<file path="config.mk">
export PLATFORM = sky130hd
export DESIGN_NAME = tmio_core
export DESIGN_NICKNAME = d
export VERILOG_FILES = /design/src/rtl/tmio_core.v
export VERILOG_INCLUDE_DIRS = /design/src /design/src/shared
export SDC_FILE = /design/constraint.sdc
export NUM_CORES = 1
export LEC_CHECK = 0
export ABC_AREA = 1
export BUFFER_PORTS_ARGS = -buffer_cell sky130_fd_sc_hd__buf_4
export CAP_MARGIN = 10
export CORE_UTILIZATION = 25
export CTS_CLUSTER_SIZE = 12
export DETAILED_ROUTE_END_ITERATION = 10
export HOLD_SLACK_MARGIN = 0.15
export PLACE_DENSITY_LB_ADDON = 0.2
export SYNTH_ARGS = -nofsm -noshare
export SYNTH_HDL_FRONTEND = slang
export SYNTH_SLANG_ARGS = --single-unit
export TNS_END_PERCENT = 20
</file>
<file path="constraint.sdc">
create_clock -name clk -period 7.8 [get_ports clk]
set_clock_uncertainty 0.1 [all_clocks]
set_input_delay 0.78 -clock clk [delete_from_list [all_inputs] [get_ports clk]]
set_output_delay 0.78 -clock clk [all_outputs]
set_load 0.1 [all_outputs]
</file>
<file path="src/shared/tmio_defines.vh">
`ifndef TMIO_DEFINES_VH
`define TMIO_DEFINES_VH

// register indices (byte address is four times the index)
`define TMIO_IDX_OR_SEL      16'h9dda
`define TMIO_IDX_AND_SEL     16'h9dee
`define TMIO_IDX_LINE0_FUNC  16'hb860
`define TMIO_IDX_LINE1_FUNC  16'hb861
`define TMIO_IDX_LINE2_FUNC  16'hb862
`define TMIO_IDX_LINE0_SUPP  16'hb86a
`define TMIO_IDX_LINE1_SUPP  16'hb86b
`define TMIO_IDX_LINE2_SUPP  16'hb86c
`define TMIO_IDX_COMMAND     16'hb870
`define TMIO_IDX_STATUS      16'hb871

// mask field: backplane lines 0..7 at bits 20..27, star 28, diff star in 29
`define TMIO_BP_LSB          5'd20
`define TMIO_BP_MSB          5'd27
`define TMIO_STAR_BIT        5'd28
`define TMIO_DSTAR_BIT       5'd29
`define TMIO_SRC_MASK        32'h3ff00000

// line function codes
`define TMIO_MODE_OFF        32'h00000000
`define TMIO_MODE_ASYNC_IN   32'h00000001
`define TMIO_MODE_ASYNC_OUT  32'h00000002
`define TMIO_MODE_DIG_IN     32'h00000004
`define TMIO_MODE_DIG_OUT    32'h00000008
`define TMIO_MODE_TRIG       32'h00000020
`define TMIO_MODE_RUN        32'h00000100
`define TMIO_MODE_ARM        32'h00000200
`define TMIO_MODE_REFCLK     32'h00001000
`define TMIO_MODE_MARKER     32'h00002000
`define TMIO_MODE_SYSCLK     32'h00004000
`define TMIO_MODE_PULSE      32'h00008000
`define TMIO_PRIMARY_MASK    32'h0000f3ff
`define TMIO_DIGOUT_SRC_MASK 32'h0ff00000

// command register bits
`define TMIO_CMD_START_BIT   5'd0
`define TMIO_CMD_SETUP_BIT   5'd1
`define TMIO_CMD_RESET_BIT   5'd2

`define TMIO_RESET_VAL       32'h00000000

`endif

</file>
<file path="src/rtl/tmio_core.v">
// Function
// - or select register chooses or sources
// - and select register chooses and sources
// - backplane lines at bits 20 to 27
// - star bit 28, diff star bit 29
// - enabled source active while level high
// - three io lines, each input or output
// - reset and reset command leave lines undriven
// - one primary mode per line only
// - read-only supported-mode mask per line
// - code 1 unclocked input, level readable
// - code 4 sampled into sample word
// - code 8 replays embedded digital bit
// - trigger indicator high trigger to end
// - running indicator high while running
// - armed indicator high while armed, running and no trigger seen
// - code 1000h outputs pll reference clock
// - code 2000h outputs replay marker pulse
// - code 4000h outputs system clock
// - code 8000h line n outputs pulse gen n
// - new modes apply on start or setup
`include "tmio_defines.vh"

module tmio_core #(
    parameter [31:0] LINE0_SUPPORTED = 32'h0000f32f,
    parameter [31:0] LINE1_SUPPORTED = 32'h0000f32f,
    parameter [31:0] LINE2_SUPPORTED = 32'h0000f32f
) (
    input  wire        clk,
    input  wire        sys_rst,
    input  wire        psel,
    input  wire        penable,
    input  wire        pwrite,
    input  wire [31:0] paddr,
    input  wire [31:0] pwdata,
    output reg  [31:0] prdata,
    output reg         pready,
    output reg         pslverr,
    input  wire [7:0]  backplane_trig_in,
    input  wire        star_trig_in,
    input  wire        diff_star_in,
    input  wire [2:0]  io_line_in,
    output reg  [2:0]  io_line_out,
    output reg  [2:0]  io_line_oe_n,
    output reg  [2:0]  io_line_sampled,
    input  wire [2:0]  unclocked_io_data,
    input  wire [2:0]  replay_digital_bit,
    input  wire        trig_seen,
    input  wire        acq_running,
    input  wire        acq_armed,
    input  wire        pll_ref_clk,
    input  wire        system_clk_in,
    input  wire        replay_marker,
    input  wire [2:0]  pulse_gen_in,
    output reg         trigger_out,
    output reg         digital_in_merge,
    output reg  [2:0]  active_async_out
);

    reg  [31:0] or_sel_q;
    reg  [31:0] and_sel_q;
    reg  [31:0] func_pend_q [0:2];
    reg  [31:0] func_act_q  [0:2];
    reg         trig_ind_q;
    reg  [31:0] rd_d;
    reg         err_d;
    reg  [2:0]  out_d;
    reg  [2:0]  oe_n_d;
    reg  [31:0] mode_v;
    reg         merge_d;
    reg  [2:0]  aout_d;
    wire [15:0] idx = paddr[17:2];
    wire        acc = psel & penable;
    wire        wr  = acc & pwrite;
    wire        apply = wr && idx == `TMIO_IDX_COMMAND &&
                        (pwdata[`TMIO_CMD_START_BIT] | pwdata[`TMIO_CMD_SETUP_BIT]);
    wire        rst_cmd = wr && idx == `TMIO_IDX_COMMAND && pwdata[`TMIO_CMD_RESET_BIT];
    wire        setup   = psel & ~penable;
    wire        wr_ok   = wr & pready & ~pslverr;

    // decoded register hits
    wire        hit_or   = idx == `TMIO_IDX_OR_SEL;
    wire        hit_and  = idx == `TMIO_IDX_AND_SEL;
    wire [2:0]  hit_func = {idx == `TMIO_IDX_LINE2_FUNC, idx == `TMIO_IDX_LINE1_FUNC,
                            idx == `TMIO_IDX_LINE0_FUNC};
    wire [2:0]  mode_ok;

    wire [31:0] src_vec;
    wire [31:0] or_hit;
    wire        and_ok;
    integer     i;

    // backplane lines at bits 20 to 27
    // star bit 28, diff star bit 29
    assign src_vec = {2'b00, diff_star_in, star_trig_in, backplane_trig_in, 20'h00000};
    assign or_hit  = src_vec & or_sel_q & `TMIO_SRC_MASK;
    // every and source high, empty mask passes
    assign and_ok  = ((and_sel_q & `TMIO_SRC_MASK) & ~src_vec) == 32'h00000000;

    function [31:0] supp_of;
        input [1:0] n;
        begin
            case (n)
                2'd0:    supp_of = LINE0_SUPPORTED;
                2'd1:    supp_of = LINE1_SUPPORTED;
                default: supp_of = LINE2_SUPPORTED;
            endcase
        end
    endfunction

    function legal_mode;
        input [31:0] v;
        input [1:0]  n;
        reg   [31:0] p;
        begin
            p = v & `TMIO_PRIMARY_MASK;
            legal_mode = ((p & (p - 32'h00000001)) == 32'h00000000) &&
                         ((v & ~(`TMIO_PRIMARY_MASK | `TMIO_DIGOUT_SRC_MASK)) == 32'h0) &&
                         ((p & ~supp_of(n)) == 32'h00000000) &&
                         ((v & `TMIO_DIGOUT_SRC_MASK) == 32'h0 || p == `TMIO_MODE_DIG_OUT);
        end
    endfunction

    // legality of the written word per line
    assign mode_ok[0] = legal_mode(pwdata, 2'd0);
    assign mode_ok[1] = legal_mode(pwdata, 2'd1);
    assign mode_ok[2] = legal_mode(pwdata, 2'd2);

    always @*
    begin
        rd_d  = 32'h00000000;
        case (idx)
            `TMIO_IDX_OR_SEL:     rd_d = or_sel_q;
            `TMIO_IDX_AND_SEL:    rd_d = and_sel_q;
            `TMIO_IDX_LINE0_FUNC: rd_d = func_pend_q[0];
            `TMIO_IDX_LINE1_FUNC: rd_d = func_pend_q[1];
            `TMIO_IDX_LINE2_FUNC: rd_d = func_pend_q[2];
            `TMIO_IDX_LINE0_SUPP: rd_d = LINE0_SUPPORTED;
            `TMIO_IDX_LINE1_SUPP: rd_d = LINE1_SUPPORTED;
            `TMIO_IDX_LINE2_SUPP: rd_d = LINE2_SUPPORTED;
            `TMIO_IDX_COMMAND:    rd_d = 32'h00000000;
            `TMIO_IDX_STATUS:     rd_d = {28'h0000000, trigger_out, io_line_in};
            default:              rd_d = 32'h00000000;
        endcase
    end

    // refused accesses answer with an error
    always @*
    begin
        err_d = 1'b0;
        case (idx)
            `TMIO_IDX_LINE0_SUPP, `TMIO_IDX_LINE1_SUPP, `TMIO_IDX_LINE2_SUPP,
            `TMIO_IDX_STATUS:     err_d = pwrite;
            `TMIO_IDX_OR_SEL, `TMIO_IDX_AND_SEL, `TMIO_IDX_COMMAND:
                                  err_d = 1'b0;
            `TMIO_IDX_LINE0_FUNC, `TMIO_IDX_LINE1_FUNC, `TMIO_IDX_LINE2_FUNC:
                                  err_d = pwrite && (hit_func & ~mode_ok) != 3'b000;
            default:              err_d = 1'b1;
        endcase
        if (paddr[1:0] != 2'b00 || paddr[31:18] != 14'h0000)
            err_d = 1'b1;
    end

    // three lines, each input or output
    // per line drive selection from the applied mode
    always @*
    begin
        out_d   = 3'b000;
        oe_n_d  = 3'b111;
        merge_d = 1'b0;
        aout_d  = 3'b000;
        mode_v  = 32'h00000000;
        for (i = 0; i < 3; i = i + 1)
        begin
            mode_v = func_act_q[i] & `TMIO_PRIMARY_MASK;
            case (mode_v)
                `TMIO_MODE_OFF:       oe_n_d[i] = 1'b1;
                `TMIO_MODE_ASYNC_IN:  oe_n_d[i] = 1'b1;
                `TMIO_MODE_ASYNC_OUT:
                begin
                    out_d[i]  = unclocked_io_data[i];
                    oe_n_d[i] = 1'b0;
                    aout_d[i] = 1'b1;
                end
                `TMIO_MODE_DIG_IN:    merge_d = 1'b1;
                `TMIO_MODE_DIG_OUT:
                begin
                    out_d[i]  = replay_digital_bit[i];
                    oe_n_d[i] = 1'b0;
                end
                `TMIO_MODE_TRIG:
                begin
                    out_d[i]  = trig_ind_q;
                    oe_n_d[i] = 1'b0;
                end
                `TMIO_MODE_RUN:
                begin
                    out_d[i]  = acq_running;
                    oe_n_d[i] = 1'b0;
                end
                `TMIO_MODE_ARM:
                begin
                    out_d[i]  = acq_armed & acq_running & ~trig_seen;
                    oe_n_d[i] = 1'b0;
                end
                `TMIO_MODE_REFCLK:
                begin
                    out_d[i]  = pll_ref_clk;
                    oe_n_d[i] = 1'b0;
                end
                `TMIO_MODE_MARKER:
                begin
                    out_d[i]  = replay_marker;
                    oe_n_d[i] = 1'b0;
                end
                `TMIO_MODE_SYSCLK:
                begin
                    out_d[i]  = system_clk_in;
                    oe_n_d[i] = 1'b0;
                end
                // pulse generator n on line n
                `TMIO_MODE_PULSE:
                begin
                    out_d[i]  = pulse_gen_in[i];
                    oe_n_d[i] = 1'b0;
                end
                default:              oe_n_d[i] = 1'b1;
            endcase
        end
    end

    // apb answer one cycle after setup
    always @(posedge clk)
    begin
        if (sys_rst)
        begin
            prdata  <= 32'h00000000;
            pready  <= 1'b0;
            pslverr <= 1'b0;
        end
        else
        begin
            pready  <= setup;
            prdata  <= (setup & ~pwrite) ? rd_d : 32'h00000000;
            pslverr <= setup & err_d;
        end
    end

    always @(posedge clk)
    begin
        if (sys_rst)
            or_sel_q <= `TMIO_RESET_VAL;
        else if (wr_ok && hit_or)
            or_sel_q <= pwdata & `TMIO_SRC_MASK;
    end

    always @(posedge clk)
    begin
        if (sys_rst)
            and_sel_q <= `TMIO_RESET_VAL;
        else if (wr_ok && hit_and)
            and_sel_q <= pwdata & `TMIO_SRC_MASK;
    end

    always @(posedge clk)
    begin
        if (sys_rst || (wr_ok && rst_cmd))
        begin
            func_pend_q[0] <= `TMIO_MODE_OFF;
            func_pend_q[1] <= `TMIO_MODE_OFF;
            func_pend_q[2] <= `TMIO_MODE_OFF;
        end
        else if (wr_ok)
        begin
            if (hit_func[0])
                func_pend_q[0] <= pwdata;
            if (hit_func[1])
                func_pend_q[1] <= pwdata;
            if (hit_func[2])
                func_pend_q[2] <= pwdata;
        end
    end

    always @(posedge clk)
    begin
        if (sys_rst || (wr_ok && rst_cmd))
        begin
            func_act_q[0] <= `TMIO_MODE_OFF;
            func_act_q[1] <= `TMIO_MODE_OFF;
            func_act_q[2] <= `TMIO_MODE_OFF;
        end
        else if (wr_ok && apply)
        begin
            func_act_q[0] <= func_pend_q[0];
            func_act_q[1] <= func_pend_q[1];
            func_act_q[2] <= func_pend_q[2];
        end
    end

    // high on trigger, low at end
    always @(posedge clk)
    begin
        if (sys_rst)
            trig_ind_q <= 1'b0;
        else if (trig_seen && acq_running)
            trig_ind_q <= 1'b1;
        else if (!acq_running)
            trig_ind_q <= 1'b0;
    end

    // or hit and every and source
    always @(posedge clk)
    begin
        if (sys_rst)
            trigger_out <= 1'b0;
        else
            trigger_out <= (or_hit != 32'h00000000) & and_ok;
    end

    always @(posedge clk)
    begin
        if (sys_rst)
        begin
            io_line_out  <= 3'b000;
            io_line_oe_n <= 3'b111;
        end
        else
        begin
            io_line_out  <= out_d;
            io_line_oe_n <= oe_n_d;
        end
    end

    always @(posedge clk)
    begin
        if (sys_rst)
        begin
            io_line_sampled  <= 3'b000;
            digital_in_merge <= 1'b0;
            active_async_out <= 3'b000;
        end
        else
        begin
            io_line_sampled  <= io_line_in;
            digital_in_merge <= merge_d;
            active_async_out <= aout_d;
        end
    end

endmodule // tmio_core

</file>
==> results.sh, run 1 <==
export IMPL_diodes=0
export IMPL_netlist_area_sq_mm=0.009031
export IMPL_die_x_microns=192.1
export IMPL_core_area_sq_mm=0.03557
export IMPL_ant_nets=0
export IMPL_ir_drop_mv=0.1565
export IMPL_cts_buffers=25
export IMPL_hold_buffers=0
export IMPL_cts_sinks=207
export IMPL_relSlewSlack=0.2640
export IMPL_powerDensity_mw_per_mm2=220.5
export IMPL_die_y_microns=192.1
export IMPL_drive_above_1_share=0.2185
export IMPL_rows=69
export IMPL_finalWorstSetupSlack_ps=4192
export IMPL_criticalPathCategory="input port to register"
export IMPL_synthDistinctLibCells=31
export IMPL_clk_latency_ps=540
export IMPL_status="finished, final reports clean"
export IMPL_async_flop_share=0
export IMPL_worst_pin_slew_ps=1100
export IMPL_die_area_sq_mm=0.03689
export IMPL_post_place_ws_ps=3568
export IMPL_postSynthCellCount=959
export IMPL_io_pins=145
export IMPL_rsz0062_at_grt="no"
export IMPL_dpl_hpwl_microns=18720
export IMPL_gr_usage_all_layers=0.1393
export IMPL_cts_repair_resized=0
export IMPL_cp_data_required_time_ps=7930
export IMPL_period_share=0.4626
export IMPL_port_buffers=144
export IMPL_cts_htree_levels=1
export IMPL_overflow=0
export IMPL_cts_tree="done"
export IMPL_avgSynthCellArea_sq_um=9.417
export IMPL_hold_path_class="register to register"
export IMPL_drt_wl_total_microns=25800
export IMPL_p_leak_nw=4.566
export IMPL_final_max_slew_viol_count=0
export IMPL_hold_viol=0
export IMPL_antenna_found_initial=0
export IMPL_post_cts_buffers=0
export IMPL_dr_first_iter_drc_count=391
export IMPL_endpoint_kind="register"
export IMPL_synth_enable_flop_cells=138
export IMPL_dr_pass1_iters=4
export IMPL_fmax_mhz=277.2
export IMPL_setup_tns_ps=0
export IMPL_syn2layout_area_growth_pct=26.68
export IMPL_gp_congestion=0.8443
export IMPL_routedWlPerCell_microns=16.26
export IMPL_vias=6991
export IMPL_route_detailed_drc=0
export IMPL_final_nets=1204
export IMPL_cts_root_buf="clkbuf_16"
export IMPL_yosysWarnings=0
export IMPL_fin_crit_ps=3608
export IMPL_max_cap_viol_count=0
export IMPL_clkTransAtPathRegs_ps=60
export IMPL_cp_arrival_ps=3730
export IMPL_viasPerCell=4.405
export IMPL_rrSetupSlack_ps=5130
export IMPL_synth_nets=1056
export IMPL_grt_pass1_wl_microns=39270
export IMPL_ys_seq_elements=207
export IMPL_clock_path_buffers=3
export IMPL_grt_pass1_vias=6826
export IMPL_synth_seq_area_share=0.6118
export IMPL_start_util=0.2539
export IMPL_grt_max_degree=43
export IMPL_yosys_most_used_dff="edfxtp_1"
export IMPL_start_kind="input port"
export IMPL_crit_fanout=25
export IMPL_finalSetupViolCount=0
area by class of cell:
type                            instances  area [sq um]
Clock buffer                           34         699.4
Clock inverter                         12         151.4
Fill cell                            3755         24130
Inverter                              150         563.0
Multi-Input combinational cell        571          2784
Sequential cell                       207          5525
Tap cell                              461         576.8
Timing Repair Buffer                  152          1141
Yosys cell counts, types with 12 or more instances:
master	count	share of area
dfxtp_1	69	0.15
nand4_1	15	0.010
o22ai_1	12	0.0083
a31oi_1	29	0.020
inv_1	150	0.062
nor3_1	13	0.0072
nor2_2	42	0.029
o21ai_0	46	0.025
nand3_1	64	0.035
nor4_1	14	0.0097
clkbuf_1	12	0.0050
edfxtp_1	138	0.46
a21oi_1	34	0.019
nand2_1	134	0.056
nor2_1	137	0.057
worst paths after layout:
check | startpoint | end | depth (start not counted)
setup reg to reg | pready | func_pend_q[0][21] | 9
hold / removal | and_sel_q[27] | and_sel_q[27] | 2
hold reg to reg | and_sel_q[27] | and_sel_q[27] | 2
setup / recovery | paddr[16] | func_pend_q[0][21] | 7
per-layer routing:
metal	global-route usage	wire length, microns	vias up
met5	0	0	-
met4	0.02877	403	0
met3	0.02138	1217	33
met2	0.2403	12440	155
met1	0.1834	11740	3287
li1	-	-	3516
worst max-delay path, cell delays in order:
cell	delay [ps]
buf_4	110
nor2_1	130
nand3b_1	140
nor2_4	580
nand3_1	650
o21ai_2	920
buf_4	390
flip-flops by register name, indices dropped and copies added, names as in the netlist, 3 cells and up:
name              cells
and_sel_q            10
io_line_out           3
or_sel_q             10
io_line_sampled       3
io_line_oe_n          3
func_pend_q          96
func_act_q           42
prdata               32
active_async_out      3
cell usage in the layout (no fill, tap or decap), drive strengths merged, types with 15 or more instances in the layout:
| cell type | n |
|---|---|
| nand4 | 15 |
| a31oi | 29 |
| clkbuf | 34 |
| o21ai | 47 |
| nor2 | 181 |
| a21oi | 34 |
| dfxtp | 69 |
| buf | 152 |
| nand2 | 134 |
| edfxtp | 138 |
| nor3 | 16 |
| inv | 151 |
| nand3 | 66 |
cells by family after synthesis:
family / synth area share
and+or+nand+nor: 0.2188
buffers and inverters: 0.08174
DFF: 0.6118
AOI/OAI and AO/OA: 0.08770
where the power goes:
group	switching (mW)	internal, mW
Sequential	0.0101	1.19
Combinational	0.0786	0.0473
Clock	0.468	0.730
through the flow:
stage            util  instance area, sq um  std cells  power [mW]  hold slack, ps
3_5_place_dp   0.2977                 10590       1541       1.350           371.7
3_3_place_gp   0.2977                 10590       1541       1.350           365.1
6_report       0.3217                 11440       1587       2.522           382.2
2_1_floorplan       -                  9031        959       1.278           339.6
4_1_cts        0.3217                 11440       1587       2.555           377.8
5_1_grt        0.3217                 11440       1587       2.606           387.2
(Power assumes the default switching activity.)
==> run 2, diff against run 1 <==
==> constraint.sdc (replaced) <==
create_clock -name clk -period 3.57 [get_ports clk]
set_clock_uncertainty 0.1 [all_clocks]
set_input_delay 0.357 -clock clk [delete_from_list [all_inputs] [get_ports clk]]
set_output_delay 0.357 -clock clk [all_outputs]
set_load 0.1 [all_outputs]
==> run 2 against run 1 <==
First-iteration DRC count is 23% higher; critical endpoint is now func_act_q[0][1]; hold slack worse by 220 ps; sequential power rose by 120%; register-to-register slack worse by 4000 ps; die area unchanged.
==> results.sh, run 2 (synthesis gave the netlist of run 1 again) <==
export IMPL_rows=69
export IMPL_place_inst=1554
export IMPL_die_area_sq_mm=0.03689
export IMPL_routedWlPerCell_microns=15.97
export IMPL_clkTransAtPathRegs_ps=60
export IMPL_hold_path_class="input port to register"
export IMPL_finalSetupViolCount=0
export IMPL_regMostFlops="func_pend_q"
export IMPL_gr_usage_all_layers=0.1412
export IMPL_crit_family="simple AND/OR/NAND/NOR gates"
export IMPL_grt_max_degree=43
export IMPL_core_area_sq_mm=0.03557
export IMPL_drive_above_1_share=0.2175
export IMPL_dpl_hpwl_microns=19370
export IMPL_endpoint_kind="register"
export IMPL_syn2layout_area_growth_pct=32.11
export IMPL_cp_arrival_ps=2690
export IMPL_diodes=0
export IMPL_dr_first_iter_drc_count=479
export IMPL_final_common_cell="buf_4"
export IMPL_hold_buffers=38
export IMPL_post_cts_buffers=0
export IMPL_crit_fanout=20
export IMPL_final_max_slew_viol_count=0
export IMPL_cts_repair_resized=0
export IMPL_cts_htree_levels=1
export IMPL_largestRegisters="func_pend_q: 96 flops, func_act_q: 42 flops, prdata: 32 flops"
export IMPL_cp_data_required_time_ps=3730
export IMPL_route_detailed_drc=0
export IMPL_max_cap_viol_count=0
export IMPL_switching_power_mw=1.186
export IMPL_slowest_delay_ps=530
export IMPL_cts_buffers=25
export IMPL_relSlewSlack=0.3961
export IMPL_grt_pass1_wl_microns=39990
export IMPL_swShare=0.2165
export IMPL_path_cells="dlygate4sd3_1 > buf_4 > nand4_1 > nor2_1 > inv_1 > nor2_2 > nand2_1 > nand2_1 > or2_2 > buf_4 > nor2_2"
export IMPL_die_y_microns=192.1
export IMPL_cts_sinks=207
export IMPL_port_buffers=144
export IMPL_largest_reg_flops=96
export IMPL_overflow=0
export IMPL_seqPwrFrac=0.478
export IMPL_fmax_mhz=396.6
export IMPL_clock_path_buffers=3
export IMPL_start_kind="input port"
export IMPL_antenna_found_initial=0
export IMPL_hold_viol=0
export IMPL_drt_wl_total_microns=26150
export IMPL_crit_slowest_cell="dlygate4sd3_1"
export IMPL_die_x_microns=192.1
export IMPL_ant_nets=0
export IMPL_final_nets=1255
export IMPL_fin_crit_ps=2521
export IMPL_setup_tns_ps=0
export IMPL_start_util=0.2539
export IMPL_status="finished, final reports clean"
export IMPL_p_int_mw=4.292
export IMPL_holdWs_ps=158.1
export IMPL_fin_cells=1638
export IMPL_ir_drop_mv=0.3255
export IMPL_vias=7202
export IMPL_rsz0062_at_grt="no"
export IMPL_p_comb_frac=0.057
export IMPL_final_cell_mix="162 x buf_4, 150 x inv_1, 138 x edfxtp_1, 137 x nor2_1, 134 x nand2_1"
export IMPL_path_buf_inv=4
export IMPL_clkPwrFrac=0.465
export IMPL_io_pins=145
export IMPL_cts_root_buf="clkbuf_16"
export IMPL_criticalPathCategory="input port to register"
export IMPL_p_leak_nw=4.800
export IMPL_dr_pass1_iters=5
export IMPL_powerDensity_mw_per_mm2=459.1
export IMPL_cts_tree="done"
export IMPL_worst_pin_slew_ps=905.7
export IMPL_period_share=0.7062
export IMPL_total_power_mw=5.478
export IMPL_gp_congestion=0.8328
export IMPL_viasPerCell=4.397
export IMPL_grt_pass1_vias=7168
export IMPL_clk_latency_ps=530
==> run 2: cell count changes in the layout (fill, tap and decap cells not counted), sizes merged <==
| cell | before | now |
|---|---|---|
| dlygate4sd3 | 0 | 38 |
| buf | 152 | 165 |
| clkbuf | 34 | 33 |
| clkinvlp | 1 | 2 |
==> run 2: tightest hold or removal path: cells and delay by family <==
family / cells / cell delay (ps)
buffers and inverters: 2 / 200
AND/OR/NAND/NOR: 1 / 60
==> run 2: path summary, 6_finish.rpt <==
| kind | cells past startpoint | slack, ps | end | from |
|---|---|---|---|---|
| min | 3 | 160 | func_pend_q[0][67] | pwdata[3] |
| max reg2reg | 9 | 1170 | func_act_q[0][1] | pready |
| min reg2reg | 2 | 380 | and_sel_q[23] | and_sel_q[23] |
| max | 11 | 1050 | func_act_q[0][1] | pwrite |
==> run 2: layout make-up <==
cell class / count / area [sq um]
sequential: 207 / 5525
tap: 461 / 576.8
fill: 3742 / 23640
clock buffer: 33 / 685.7
multi-input combinational: 571 / 2779
timing repair buffer: 203 / 1657
inverter: 150 / 563.0
clock inverter: 13 / 145.1
==> run 2: per-stage QoR <==
stage	util	setup slack, ps	area, sq um
final	0.3354	1049	11930
after global routing	0.3354	779.9	11930
after CTS	0.3354	1026	11930
after detailed placement	0.3014	771.5	10720
after global placement	0.3014	813.2	10720
after floorplan	-	-696.6	9031
==> run 2: routing by layer <==
layer  GRT usage  wire [microns]
met4     0.03301             502
met1      0.1872           12020
met3     0.01882            1031
met5           0               0
met2      0.2423           12610
==> run 2: power by group through the flow <==
stage	Combinational [mW]	Clock, mW	Sequential (mW)
6_report	0.310	2.55	2.62
5_1_grt	0.341	2.70	2.63
4_1_cts	0.314	2.60	2.62
3_5_place_dp	0.283	0	2.67
3_3_place_gp	0.283	0	2.67
2_1_floorplan	0.103	0	2.69
==> run 3, diff against run 2 <==
==> constraint.sdc (replaced) <==
create_clock -name clk -period 2.6 [get_ports clk]
set_clock_uncertainty 0.1 [all_clocks]
set_input_delay 0.26 -clock clk [delete_from_list [all_inputs] [get_ports clk]]
set_output_delay 0.26 -clock clk [all_outputs]
set_load 0.1 [all_outputs]
==> run 3 against run 2 <==
Die area did not move; global-route usage is 0.084 points lower; sequential power grew 37%; utilization increased by 0.91 points; design area up 2.7%; wire length grew 0.35%.
==> results.sh, run 3 (synthesis gave the netlist of run 1 again) <==
export IMPL_antenna_found_initial=0
export IMPL_fin_crit_ps=2363
export IMPL_largestRegisters="func_pend_q: 96 flops, func_act_q: 42 flops, prdata: 32 flops"
export IMPL_p_leak_nw=4.918
export IMPL_gp_congestion=0.8416
export IMPL_regMostFlops="func_pend_q"
export IMPL_worst_pin_slew_ps=525.7
export IMPL_clock_path_buffers=3
export IMPL_dr_pass1_iters=5
export IMPL_io_pins=145
export IMPL_holdWs_ps=227.4
export IMPL_max_cap_viol_count=0
export IMPL_core_area_sq_mm=0.03557
export IMPL_die_x_microns=192.1
export IMPL_final_common_cell="buf_4"
export IMPL_rows=69
export IMPL_route_detailed_drc=0
export IMPL_routedWlPerCell_microns=15.77
export IMPL_endpoint_kind="register"
export IMPL_cp_data_required_time_ps=2960
export IMPL_nFillCells=3670
export IMPL_rrSetupSlack_ps=240
export IMPL_final_util=0.3446
export IMPL_start_kind="register"
export IMPL_drive_above_1_share=0.2236
export IMPL_grt_pass1_vias=7177
export IMPL_stdcell_area_sq_mm=0.01226
export IMPL_die_area_sq_mm=0.03689
export IMPL_powerDensity_mw_per_mm2=607.7
export IMPL_clk_latency_ps=540
export IMPL_crit_fanout=9
export IMPL_rsz0062_at_grt="yes"
export IMPL_overflow=0
export IMPL_dr_first_iter_drc_count=400
export IMPL_relSlewSlack=0.6463
export IMPL_path_cells="nor2_1 > nand3_1 > nor2_2 > nand4_1 > o21ai_0 > nor2_1 > dlygate4sd3_1 > nand2_1 > nor2_1 > nor2_1"
export IMPL_cp_arrival_ps=2720
export IMPL_gr_usage_all_layers=0.1403
export IMPL_port_buffers=144
export IMPL_place_area_sq_mm=0.01082
export IMPL_start_util=0.2539
export IMPL_criticalPathCategory="register to register"
export IMPL_vias=7310
export IMPL_cts_htree_levels=1
export IMPL_diodes=0
export IMPL_die_y_microns=192.1
export IMPL_cts_buffers=25
export IMPL_fin_cells=1664
export IMPL_crit_slowest_cell="dlygate4sd3_1"
export IMPL_post_cts_buffers=0
export IMPL_clkTransAtPathRegs_ps=60
export IMPL_largest_reg_flops=96
export IMPL_slowest_delay_ps=570
export IMPL_status="finished, final reports clean"
export IMPL_syn2layout_area_growth_pct=35.70
export IMPL_dpl_hpwl_microns=19180
export IMPL_ir_drop_mv=0.3975
export IMPL_grt_pass1_wl_microns=39520
export IMPL_cts_sinks=207
export IMPL_hold_path_class="input port to register"
export IMPL_place_inst=1558
export IMPL_seq_area_sq_mm=0.005525
export IMPL_hold_viol=0
export IMPL_period_share=0.9090
export IMPL_drt_wl_total_microns=26250
export IMPL_final_nets=1282
export IMPL_final_max_slew_viol_count=0
export IMPL_finalSetupViolCount=0
export IMPL_cts_root_buf="clkbuf_16"
export IMPL_grt_max_degree=43
export IMPL_fmax_mhz=423.1
export IMPL_viasPerCell=4.393
export IMPL_crit_top_cell="nor2_1"
export IMPL_final_cell_mix="161 x buf_4, 149 x inv_1, 138 x edfxtp_1, 134 x nor2_1, 133 x nand2_1"
export IMPL_multi_input_area_sq_mm=0.002806
export IMPL_cts_tree="done"
export IMPL_ant_nets=0
-- run 3: routing by layer --
layer  up-vias  GRT usage  routed length, microns
li1       3676          -                       -
met1      3421     0.1827                   11850
met2       175     0.2433                   12690
met3        38    0.01937                    1120
met4         0    0.03543                     585
met5         -          0                       0
-- run 3: where the power goes --
group	total, mW	switching, mW	internal (mW)
logic	0.461	0.253	0.208
clock network	3.39	1.39	1.99
registers	3.60	0.0312	3.57
-- run 3: worst paths after layout --
check / start / endpoint / depth (start not counted)
setup / recovery: func_act_q[0][64] / io_line_out[2] / 10
hold / removal: trig_seen / io_line_out[1] / 8
setup reg to reg: func_act_q[0][64] / io_line_out[2] / 10
hold reg to reg: and_sel_q[23] / and_sel_q[23] / 2
-- run 3: timing repair --
item | CTS | global route
resized for setup | 0 | 7
hold buffers | 61 | 0
hold endpoints to repair | 132 | 0
endpoints found under the setup margin | 0 | 5
-- run 3: critical path: cells and delay by family, from the launching register on --
kind | cells | cell delay (ps)
DFF | 1 | 420
and+or+nand+nor | 8 | 1010
AOI/OAI and AO/OA | 1 | 200
buffers and inverters | 1 | 570
-- run 3: area by class of cell --
| class | instances | share of cell area |
|---|---|---|
| clock buffers | 28 | 0.05278 |
| clock inverters | 17 | 0.01256 |
| inverters | 150 | 0.04625 |
| flip-flops and latches | 207 | 0.4508 |
| well taps | 461 | 0.04706 |
| repair buffers | 230 | 0.1615 |
| multi-input cells | 571 | 0.2290 |
-- run 3: per-stage QoR --
stage / power [mW] / TNS, ps / setup WS (ps)
2_1_floorplan: 3.831 / -29970 / -235.3
3_3_place_gp: 4.068 / 0 / 403.5
3_5_place_dp: 4.069 / 0 / 375.0
4_1_cts: 7.545 / 0 / 96.76
5_1_grt: 7.702 / -1.431 / -1.431
6_report: 7.448 / 0 / 236.6
